--- src/logic/servo_ramp_params.svh ---
// Register offsets, reset values and timing counts for the servo ramp block
`ifndef SERVO_RAMP_PARAMS_SVH
`define SERVO_RAMP_PARAMS_SVH
`define OFS_ACCEL 10'h144
`define OFS_DECEL 10'h146
`define OFS_SCURVE 10'h148
`define OFS_INERTIA 10'h14A
`define OFS_ZERO_SPEED_FLAG 10'h14C
`define OFS_TARGET_SPEED_REACHED 10'h14E
`define OFS_VFS 10'h150
`define OFS_TFS 10'h152
`define OFS_BRKON 10'h154
`define OFS_BRKOFF 10'h156
`define OFS_STOPSEL 10'h158
`define OFS_STATUS 10'h15A
`define OFS_LIMDEC 10'h15C
`define OFS_SPDTGT 10'h15E
`define RST_ACCEL 16'h00C8
`define RST_DECEL 16'h00C8
`define RST_SCURVE 16'h0000
`define RST_INERTIA 16'h000A
`define RST_ZERO_SPEED_FLAG 16'h0064
`define RST_TARGET_SPEED_REACHED 16'h0BB8
`define RST_VFS 16'h2711
`define RST_TFS 16'h0064
`define RST_BRKON 16'h0000
`define RST_BRKOFF 16'h0000
`define RST_STOPSEL 16'h0000
`define RST_LIMDEC 16'h00C8
`define ANALOG_RAMP_MAX 16'h4E20
`define ANALOG_SCURVE_MAX 16'h2710
`define INSTANT_STOP_MS 16'h0001
`define MS_PERIOD_NS 1000000
`define CLK_PERIOD_NS 10
`define MS_CYCLES (`MS_PERIOD_NS / `CLK_PERIOD_NS)
`define VOLT_FULL_SCALE 10
`endif

--- src/logic/servo_ramp_pkg.sv ---
// Types shared by the servo ramp block
package servo_ramp_pkg;
  typedef enum logic [1:0] {STOP_DYNAMIC, STOP_COAST, STOP_DYN_THEN_COAST, STOP_RSVD} stop_mode_e;
  typedef enum logic [1:0] {BRK_IDLE, BRK_ON_WAIT, BRK_RUN, BRK_OFF_WAIT} brake_state_e;
endpackage

--- src/logic/ms_tick.sv ---
// Millisecond timebase divider producing a one-cycle enable
`include "servo_ramp_params.svh"
module ms_tick
  import servo_ramp_pkg::*;
#(
  parameter int CYCLES = `MS_CYCLES
)
(
  input wire logic sys_clk,
  input wire logic rst_b,
  output logic tick
);
  logic [31:0] count_q;

  // Free-running divider; tick is registered, high in the cycle after the count reaches CYCLES-1
  always_ff @(posedge sys_clk or negedge rst_b)
  begin
    if (!rst_b)
    begin
      count_q <= 32'h0000_0000;
      tick <= 1'b0;
    end
    else if (count_q == 32'(CYCLES - 1))
    begin
      count_q <= 32'h0000_0000;
      tick <= 1'b1;
    end
    else
    begin
      count_q <= count_q + 32'h0000_0001;
      tick <= 1'b0;
    end
  end
endmodule

--- src/logic/servo_ramp_brake_status.sv ---
// Speed ramp, stop mode, analog scaling, speed flags and holding brake timing
// Summary of operation
// Servo-off or alarm stops motor per stop mode: dynamic, coast, dynamic-then-coast.
// Limit alarm with limit decel time of 1 ms stops motor instantly.
// Speed mode ramps zero to rated speed over acceleration time.
// Speed mode ramps rated speed to zero over deceleration time.
// Smoothing time 0 disables smoothing; ramp times still apply.
// With smoothing, total ramp time is ramp time plus smoothing time.
// Analog speed source forces smoothing to 0 and bypasses ramping.
// Analog source clamps acceleration and deceleration times to 20000 ms.
// Analog source clamps smoothing time to 10000 ms.
// Zero-speed flag set while speed magnitude is at or below threshold.
// Zero-speed flag stays set until speed rises above threshold.
// Target-reached set when speed magnitude reaches target speed setting.
// Target-reached held until speed drops below target speed setting.
// Analog speed value is voltage times speed full scale over 10.
// Scaled speed is command in speed mode, limit in torque mode.
// Analog torque is voltage times torque full scale over 10.
// After servo-on wait brake-on delay before activating brake output.
// After servo-off wait brake-off delay before deactivating brake output.
// During brake-off delay, engage brake early once below zero-speed threshold.
// Alarm or operational stop treats negative brake-off delay as zero.
// Ramp steps each millisecond by rated speed over ramp time, no overshoot.
//
// Decided for this implementation: strobed register access.
`include "servo_ramp_params.svh"
module servo_ramp_brake_status
  import servo_ramp_pkg::*;
#(
  parameter int MS_CYCLES = `MS_CYCLES,
  parameter int SPD_W = 16,
  parameter logic [15:0] RATED_RPM = 16'h0BB8
)
(
  input wire logic sys_clk,
  input wire logic rst_b,
  input wire logic [9:0] regAddr,
  input wire logic [15:0] regWrData,
  input wire logic regWr,
  input wire logic regRd,
  output logic [15:0] regRdData,
  input wire logic servoOn,
  input wire logic alarmActive,
  input wire logic operational_stop,
  input wire logic forward_limit_alarm,
  input wire logic reverse_limit_alarm,
  input wire logic speedMode,
  input wire logic torqueMode,
  input wire logic analogSource,
  input wire logic signed [SPD_W-1:0] speedTarget,
  input wire logic signed [SPD_W-1:0] measSpeed,
  input wire logic [7:0] analogSpeedVolt,
  input wire logic [7:0] analogTorqueVolt,
  output logic signed [SPD_W-1:0] speedCmd,
  output logic [SPD_W-1:0] speedLimit,
  output logic [15:0] torqueValue,
  output logic [15:0] smoothEff,
  output logic dynBrake,
  output logic coastStop,
  output logic instantStop,
  output logic zero_speed_flag,
  output logic target_speed_reached,
  output logic holding_brake_output
);
  logic [15:0] accelQ, decelQ, scurveQ, inertiaQ, zspdQ, tspdQ, vfsQ, tfsQ;
  logic [15:0] brkOnQ, brkOffQ, stopSelQ, limDecQ;
  logic tick;
  logic [15:0] accelEff, decelEff, stepUp, stepDn;
  logic [31:0] speedScaled, torqueScaled;
  logic [SPD_W-1:0] speedMag;
  logic servoOn_q, stopping;
  // Brake sequencer state and its millisecond counter
  brake_state_e brk_q;
  logic [15:0] brkCnt_q;
  // Counter is 16 bits: exactly wide enough to reach the longest 16-bit brake delay

  // Saturating clamp used for analog limits
  function automatic logic [15:0] clampTo(input logic [15:0] v, input logic [15:0] mx);
    clampTo = (v > mx) ? mx : v;
  endfunction

  // Per-ms step: rated speed over ramp time, never zero so ramp always finishes
  function automatic logic [15:0] rampStep(input logic [16:0] t);
    logic [16:0] q;
    q = (t == 17'h0_0000) ? 17'(RATED_RPM) : 17'(RATED_RPM) / t;
    rampStep = (q == 17'h0_0000) ? 16'h0001 : q[15:0];
  endfunction

  // Magnitude of a signed speed
  function automatic logic [SPD_W-1:0] absSpeed(input logic signed [SPD_W-1:0] s);
    absSpeed = s[SPD_W-1] ? SPD_W'(-s) : SPD_W'(s);
  endfunction

  ms_tick #(.CYCLES(MS_CYCLES)) u_tick (
    .sys_clk(sys_clk),
    .rst_b(rst_b),
    .tick(tick)
  );

  // Register writes; parameters take effect immediately
  always_ff @(posedge sys_clk or negedge rst_b)
  begin
    if (!rst_b)
    begin
      accelQ <= `RST_ACCEL;
      decelQ <= `RST_DECEL;
      scurveQ <= `RST_SCURVE;
      inertiaQ <= `RST_INERTIA;
      zspdQ <= `RST_ZERO_SPEED_FLAG;
      tspdQ <= `RST_TARGET_SPEED_REACHED;
      vfsQ <= `RST_VFS;
      tfsQ <= `RST_TFS;
      brkOnQ <= `RST_BRKON;
      brkOffQ <= `RST_BRKOFF;
      stopSelQ <= `RST_STOPSEL;
      limDecQ <= `RST_LIMDEC;
    end
    else if (regWr)
    begin
      unique case (regAddr)
        `OFS_ACCEL: accelQ <= regWrData;
        `OFS_DECEL: decelQ <= regWrData;
        `OFS_SCURVE: scurveQ <= regWrData;
        `OFS_INERTIA: inertiaQ <= regWrData;
        `OFS_ZERO_SPEED_FLAG: zspdQ <= regWrData;
        `OFS_TARGET_SPEED_REACHED: tspdQ <= regWrData;
        `OFS_VFS: vfsQ <= regWrData;
        `OFS_TFS: tfsQ <= regWrData;
        `OFS_BRKON: brkOnQ <= regWrData;
        `OFS_BRKOFF: brkOffQ <= regWrData;
        `OFS_STOPSEL: stopSelQ <= regWrData;
        `OFS_LIMDEC: limDecQ <= regWrData;
        // Status, readback and unmapped offsets ignore writes
        default: ;
      endcase
    end
  end

  // Read data one cycle after the strobe; unmapped reads return zero
  always_ff @(posedge sys_clk or negedge rst_b)
  begin
    if (!rst_b)
      regRdData <= 16'h0000;
    else if (regRd)
    begin
      unique case (regAddr)
        `OFS_ACCEL: regRdData <= accelQ;
        `OFS_DECEL: regRdData <= decelQ;
        `OFS_SCURVE: regRdData <= scurveQ;
        `OFS_INERTIA: regRdData <= inertiaQ;
        `OFS_ZERO_SPEED_FLAG: regRdData <= zspdQ;
        `OFS_TARGET_SPEED_REACHED: regRdData <= tspdQ;
        `OFS_VFS: regRdData <= vfsQ;
        `OFS_TFS: regRdData <= tfsQ;
        `OFS_BRKON: regRdData <= brkOnQ;
        `OFS_BRKOFF: regRdData <= brkOffQ;
        `OFS_STOPSEL: regRdData <= stopSelQ;
        `OFS_LIMDEC: regRdData <= limDecQ;
        `OFS_STATUS: regRdData <= {11'h000, holding_brake_output, instantStop, coastStop,
          target_speed_reached, zero_speed_flag};
        `OFS_SPDTGT: regRdData <= 16'(speedCmd);
        default: regRdData <= 16'h0000;
      endcase
    end
  end

  // Effective ramp settings; analog source clamps them
  always_comb
  begin
    accelEff = analogSource ? clampTo(accelQ, `ANALOG_RAMP_MAX) : accelQ;
    decelEff = analogSource ? clampTo(decelQ, `ANALOG_RAMP_MAX) : decelQ;
    // Clamp is moot since analog forces zero, but kept for readback consistency
    smoothEff = analogSource ? (clampTo(scurveQ, `ANALOG_SCURVE_MAX) & 16'h0000) : scurveQ;
    // Smoothing stretches each ramp by its own time; zero leaves ramps intact
    stepUp = rampStep(17'(accelEff) + 17'(smoothEff));
    stepDn = rampStep(17'(decelEff) + 17'(smoothEff));
  end

  // Analog scaling: volts in tenths of a volt times full scale over 10 V
  always_comb
  begin
    speedScaled = (32'(analogSpeedVolt) * 32'(vfsQ)) / 32'(`VOLT_FULL_SCALE * 10);
    torqueScaled = (32'(analogTorqueVolt) * 32'(tfsQ)) / 32'(`VOLT_FULL_SCALE * 10);
  end

  // Torque value and speed limit registered for glitch-free outputs
  always_ff @(posedge sys_clk or negedge rst_b)
  begin
    if (!rst_b)
    begin
      torqueValue <= 16'h0000;
      speedLimit <= '0;
    end
    else
    begin
      torqueValue <= torqueScaled[15:0];
      speedLimit <= torqueMode ? SPD_W'(speedScaled) : SPD_W'(RATED_RPM);
    end
  end

  assign stopping = !servoOn || alarmActive || operational_stop;
  assign speedMag = absSpeed(measSpeed);

  // Stop behaviour; limit alarms with 1 ms decel stop instantly
  always_ff @(posedge sys_clk or negedge rst_b)
  begin
    if (!rst_b)
    begin
      dynBrake <= 1'b0;
      coastStop <= 1'b0;
      instantStop <= 1'b0;
    end
    else
    begin
      instantStop <= (forward_limit_alarm || reverse_limit_alarm) &&
        (limDecQ == `INSTANT_STOP_MS);
      if (!stopping)
      begin
        dynBrake <= 1'b0;
        coastStop <= 1'b0;
      end
      else
      begin
        unique case (stop_mode_e'(stopSelQ[1:0]))
          STOP_DYNAMIC:
          begin
            dynBrake <= 1'b1;
            coastStop <= 1'b0;
          end
          STOP_COAST:
          begin
            dynBrake <= 1'b0;
            coastStop <= 1'b1;
          end
          STOP_DYN_THEN_COAST:
          begin
            dynBrake <= speedMag > SPD_W'(zspdQ / 16'h000A);
            coastStop <= speedMag <= SPD_W'(zspdQ / 16'h000A);
          end
          default:
          begin
            dynBrake <= 1'b1;
            coastStop <= 1'b0;
          end
        endcase
      end
    end
  end

  // Speed command ramp, stepped on the ms tick without overshoot
  always_ff @(posedge sys_clk or negedge rst_b)
  begin
    if (!rst_b)
      speedCmd <= '0;
    else if (instantStop || stopping)
      speedCmd <= '0;
    else if (!speedMode)
      speedCmd <= speedTarget;
    else if (analogSource)
      speedCmd <= SPD_W'(speedScaled);
    else if (tick)
    begin
      if (speedCmd < speedTarget)
        speedCmd <= (speedTarget - speedCmd > SPD_W'(stepUp)) ?
          SPD_W'(speedCmd + SPD_W'(stepUp)) : speedTarget;
      else if (speedCmd > speedTarget)
        speedCmd <= (speedCmd - speedTarget > SPD_W'(stepDn)) ?
          SPD_W'(speedCmd - SPD_W'(stepDn)) : speedTarget;
    end
  end

  // Speed flags with hold; threshold in 0.1 rpm, measured speed in rpm
  always_ff @(posedge sys_clk or negedge rst_b)
  begin
    if (!rst_b)
    begin
      zero_speed_flag <= 1'b0;
      target_speed_reached <= 1'b0;
    end
    else
    begin
      zero_speed_flag <= 32'(speedMag) * 32'h0000_000A <= 32'(zspdQ);
      if (32'(speedMag) >= 32'(tspdQ))
        target_speed_reached <= 1'b1;
      else
        target_speed_reached <= 1'b0;
    end
  end

  // Holding brake sequencing: delay after servo-on and after servo-off
  always_ff @(posedge sys_clk or negedge rst_b)
  begin
    if (!rst_b)
    begin
      brk_q <= BRK_IDLE;
      brkCnt_q <= 16'h0000;
      servoOn_q <= 1'b0;
      holding_brake_output <= 1'b0;
    end
    else
    begin
      // Edge history for the servo-on detector
      servoOn_q <= servoOn;
      unique case (brk_q)
        BRK_IDLE:
          // Only a fresh servo-on starts the on delay, not a held level
          if (servoOn && !servoOn_q)
          begin
            brk_q <= BRK_ON_WAIT;
            brkCnt_q <= 16'h0000;
          end
        BRK_ON_WAIT:
          // Servo-off or alarm before the delay ends aborts with the output low
          if (stopping)
            brk_q <= BRK_IDLE;
          else if (brkCnt_q >= brkOnQ)
          begin
            holding_brake_output <= 1'b1;
            brk_q <= BRK_RUN;
          end
          else if (tick)
            brkCnt_q <= brkCnt_q + 16'h0001;
        BRK_RUN:
          // Alarm and operational stop enter the off delay like servo-off
          if (stopping)
          begin
            brk_q <= BRK_OFF_WAIT;
            brkCnt_q <= 16'h0000;
          end
        BRK_OFF_WAIT:
          // Negative delay is released at once: zero wait is the safe floor
          if (brkOffQ[15] || brkCnt_q >= brkOffQ ||
            32'(speedMag) * 32'h0000_000A < 32'(zspdQ))
          begin
            holding_brake_output <= 1'b0;
            brk_q <= BRK_IDLE;
          end
          else if (tick)
            brkCnt_q <= brkCnt_q + 16'h0001;
      endcase
    end
  end
endmodule

--- config.mk ---
export PLATFORM = sky130hd
export DESIGN_NAME = servo_ramp_brake_status
export DESIGN_NICKNAME = d
export VERILOG_FILES = /design/src/logic/servo_ramp_pkg.sv /design/src/logic/ms_tick.sv /design/src/logic/servo_ramp_brake_status.sv
export VERILOG_INCLUDE_DIRS = /design/src /design/src/logic
export SDC_FILE = /design/constraint.sdc
export NUM_CORES = 2
export LEC_CHECK = 0
export BUFFER_PORTS_ARGS = -buffer_cell sky130_fd_sc_hd__buf_2
export CAP_MARGIN = 30
export CELL_PAD_IN_SITES_DETAIL_PLACEMENT = 2
export CELL_PAD_IN_SITES_GLOBAL_PLACEMENT = 2
export CORE_MARGIN = 10
export CORE_UTILIZATION = 25
export CTS_CLUSTER_SIZE = 28
export DETAILED_ROUTE_END_ITERATION = 12
export GPL_ROUTABILITY_DRIVEN = 1
export MAX_ROUTING_LAYER = met4
export PLACE_DENSITY = 0.68
export SYNTH_ARGS = -nofsm -noshare
export SYNTH_HDL_FRONTEND = slang
export SYNTH_SLANG_ARGS = --single-unit
--- constraint.sdc ---
create_clock -name sys_clk -period 78.2 [get_ports sys_clk]
set_input_delay 15.64 -clock sys_clk [delete_from_list [all_inputs] [get_ports sys_clk]]
set_output_delay 15.64 -clock sys_clk [all_outputs]
set_load 0.005 [all_outputs]
==> summary.md <==
| Metric | Value |
|---|---|
| Clock tree root buffer cell | `clkbuf_16` |
| WP data required | `78730 ps` |
| Top delay family on crit path | `compound AO/OA/AOI/OAI gates` |
| Via count | `slightly below 50k` |
| Number of top-level design ports | `172` |
| Cts repair resizes | `0` |
| Routability cong. | `0.8761` |
| Clk_lat worst skew | `660 ps` |
| Max FFs per register | `32` |
| Area growth from synthesis to layout | `11.14%` |
| Remaining Overflow, GRT | `0` |
| Overall Global Routing Usage | `18.92%` |
| Distinct cell type count after synthesis | `120` |
| Tmin final | `63640 ps` |
| Fill count | `23.17k` |
| Worst Skew | `about 64 ps` |
| Worst path slowest cell | `nor3_1` |
| Vias in the first global route | `roughly 53k` |
| Post-DP HPWL | `166.9 mm` |
| WL/cell | `roughly 23 um` |
| Hold Fails Final Rpt | `0` |
| Hold_buf cts | `0` |
| Sequential-to-total area share from yosys stat | `between 15 and 20%` |
| Initial antenna violation count | `43` |
| Fin crit share | `81.38%` |
| Largest register by flop count | `u_tick.count_q` |
| Drt pass-1 iters | `8` |
| Startpoint types | `input port` |
| Clock sinks | `roughly 310` |
| Die Y | `around 470 um` |
| Max transition margin | `32.82%` |
| Pins Over Slew Limit | `0` |
| Avg Cell Area, Syn | `8.061 um^2` |
| Die area | `approximately 220000 um^2` |
| Post-Route WL | `207.8 mm` |
| CP peak stage delay | `750 ps` |
| CTS Buffer Depth | `3` |
| Synth Flop Type | `dfrtp_1` |
| CP Max Fanout | `46` |
| HP Class | `reg2reg` |
| Setup_tns | `0 ps` |
| Max Cap Viol | `0` |
| 1st-iter DRT viols | `about 2.6k` |
| Residual DRC | `0` |
| Worst setup EP type | `flip-flop` |
| Maximum clock rate | `15.71 MHz` |
| CP bufs+invs | `16` |
| Die W | `roughly 470 um` |
| Core ar. | `~200000 um^2` |
| Largest net degree at the start of global routing | `73` |
| Layout cells sized above 1 | `12.03%` |
| H-tree levels | `2` |
| Reg clk slew, reported paths | `70 ps` |
| FF+latch count, synth | `314` |
| Async SR Flop Fraction | `100.0%` |
| Initial Util | `25.16%` |
| CTS tree | `yes` |
| # Post-CTS Setup Buffers | `0` |
| Arrival @ worst endpoint | `about 64000 ps` |
| Reg2Reg Setup Slack | `approximately 29000 ps` |
| Mapped Area | `between 50000 and 60000 um^2` |
| Post-synth EDFFs | `0` |
| Final ANT Viol Nets | `0` |
| Status | `finished, final reports clean` |
| PortBufs | `171` |
| Global-route wire length before repair | `321.7 mm` |
| Num CTS Buffers | `40` |
| Crit path top cell by count | `a21o_1` |
| Synth Warn # | `0` |
| Vias/cell | `5.353` |
| Row count | `164` |
| Post-synthesis cell count | `6244` |
| Final Setup Violations | `0` |
| Worst-margin pin slew | `approximately 1000 ps` |
| RSZ-0062 raised after global routing | `no` |
| Nets | `7161` |
| Setup CP Type | `in2reg` |
-- cell families (layout without fill, tap and decap cells) --
| family | after synthesis | count (layout) | synth area share (%) |
|---|---|---|---|
| and+or+nand+nor | 1857 | 1857 | 18.15 |
| AOI/OAI and AO/OA | 1814 | 1814 | 24.05 |
| adders and majority gates | 778 | 778 | 21.89 |
| buffers and inverters | 721 | 813 | 5.464 |
| xor gates and xnor gates | 438 | 438 | 7.666 |
| muxes | 320 | 320 | 7.077 |
| DFF | 314 | 314 | 15.69 |
| other | 2 | 46 | 0.01492 |
-- cells in the final DEF, fill, tap and decap left out, types with 48 or more instances in the layout --
master,count
nor2b_1,113
buf_2,171
o211ai_1,52
fa_1,175
nand2b_1,106
nor2_1,427
buf_4,94
o21a_1,85
xor2_1,121
xnor2_1,308
dfrtp_1,284
o31ai_1,48
nand2_1,483
o21bai_1,72
nand4_1,61
inv_1,463
o21ai_0,347
a21o_1,224
nand3_1,151
nor3_1,123
ha_1,592
a22oi_1,106
a21oi_1,447
mux2_2,283
and2_1,180
-- through the flow --
stage | instance area, um^2 | worst slack [ps] | hold slack, ps | util, % | instances
after floorplan | 50350 | 22410 | 424.0 | - | 6248
after global placement | 54310 | 14910 | 438.7 | 27.15 | 8911
after detailed placement | 54380 | 13450 | 459.6 | 27.18 | 8918
after CTS | 55810 | 13950 | 474.9 | 27.90 | 8992
after global routing | 55930 | 9657 | 506.4 | 27.95 | 9030
final | 55940 | 14560 | 476.4 | 27.96 | 9036
-- worst paths after layout --
| kind | cells after the start | start | end |
|---|---|---|---|
| max | 247 | analogSource | speedCmd[14] |
| min | 1 | u_tick.count_q[0] | u_tick.count_q[0] |
| max reg2reg | 248 | decelQ[4] | speedCmd[14] |
| min reg2reg | 1 | u_tick.count_q[0] | u_tick.count_q[0] |
| max in group asynchronous | 3 | rst_b | u_tick.count_q[27] |
| min in group asynchronous | 1 | rst_b | dynBrake |
-- Yosys cell counts (all sizes together), types with 109 or more instances --
master | number | area share, %
ha | 592 | 15
nand2 | 484 | 3.6
inv | 467 | 3.5
a21oi | 448 | 4.5
nor2 | 429 | 3.2
o21ai | 364 | 3.6
xnor2 | 314 | 5.5
dfrtp | 284 | 14
mux2 | 284 | 6.4
a21o | 224 | 3.3
clkbuf | 220 | 1.6
and2 | 180 | 2.2
fa | 175 | 7.0
nand3 | 151 | 1.5
nor3 | 127 | 1.3
xor2 | 124 | 2.2
nor2b | 114 | 1.4
a22oi | 109 | 1.7
-- final cells by class --
| class | instances | area, um^2 | area share (%) |
|---|---|---|---|
| multi-input combinational | 5213 | 39810 | 71.17 |
| inverter | 471 | 1768 | 3.160 |
| timing repair buffer | 268 | 1607 | 2.872 |
| antenna | 40 | 100.1 | 0.1789 |
| clock inverter | 24 | 336.6 | 0.6017 |
| tap | 2656 | 3323 | 5.941 |
| sequential | 314 | 7895 | 14.11 |
| clock buffer | 50 | 1099 | 1.964 |
-- routing by layer --
metal / global-route usage (%) / vias to the layer above / share of wire (%)
met3: 2.037 / 278 / 3.5
met1: 22.22 / 24830 / 43
met4: 6.857 / 0 / 3.9
met2: 33.26 / 692 / 50
met5: - / - / 0
li1: - / 22580 / -
Power is not shown: default switching activity piles up to over one toggle a cycle in this logic, so the estimate is an artifact.
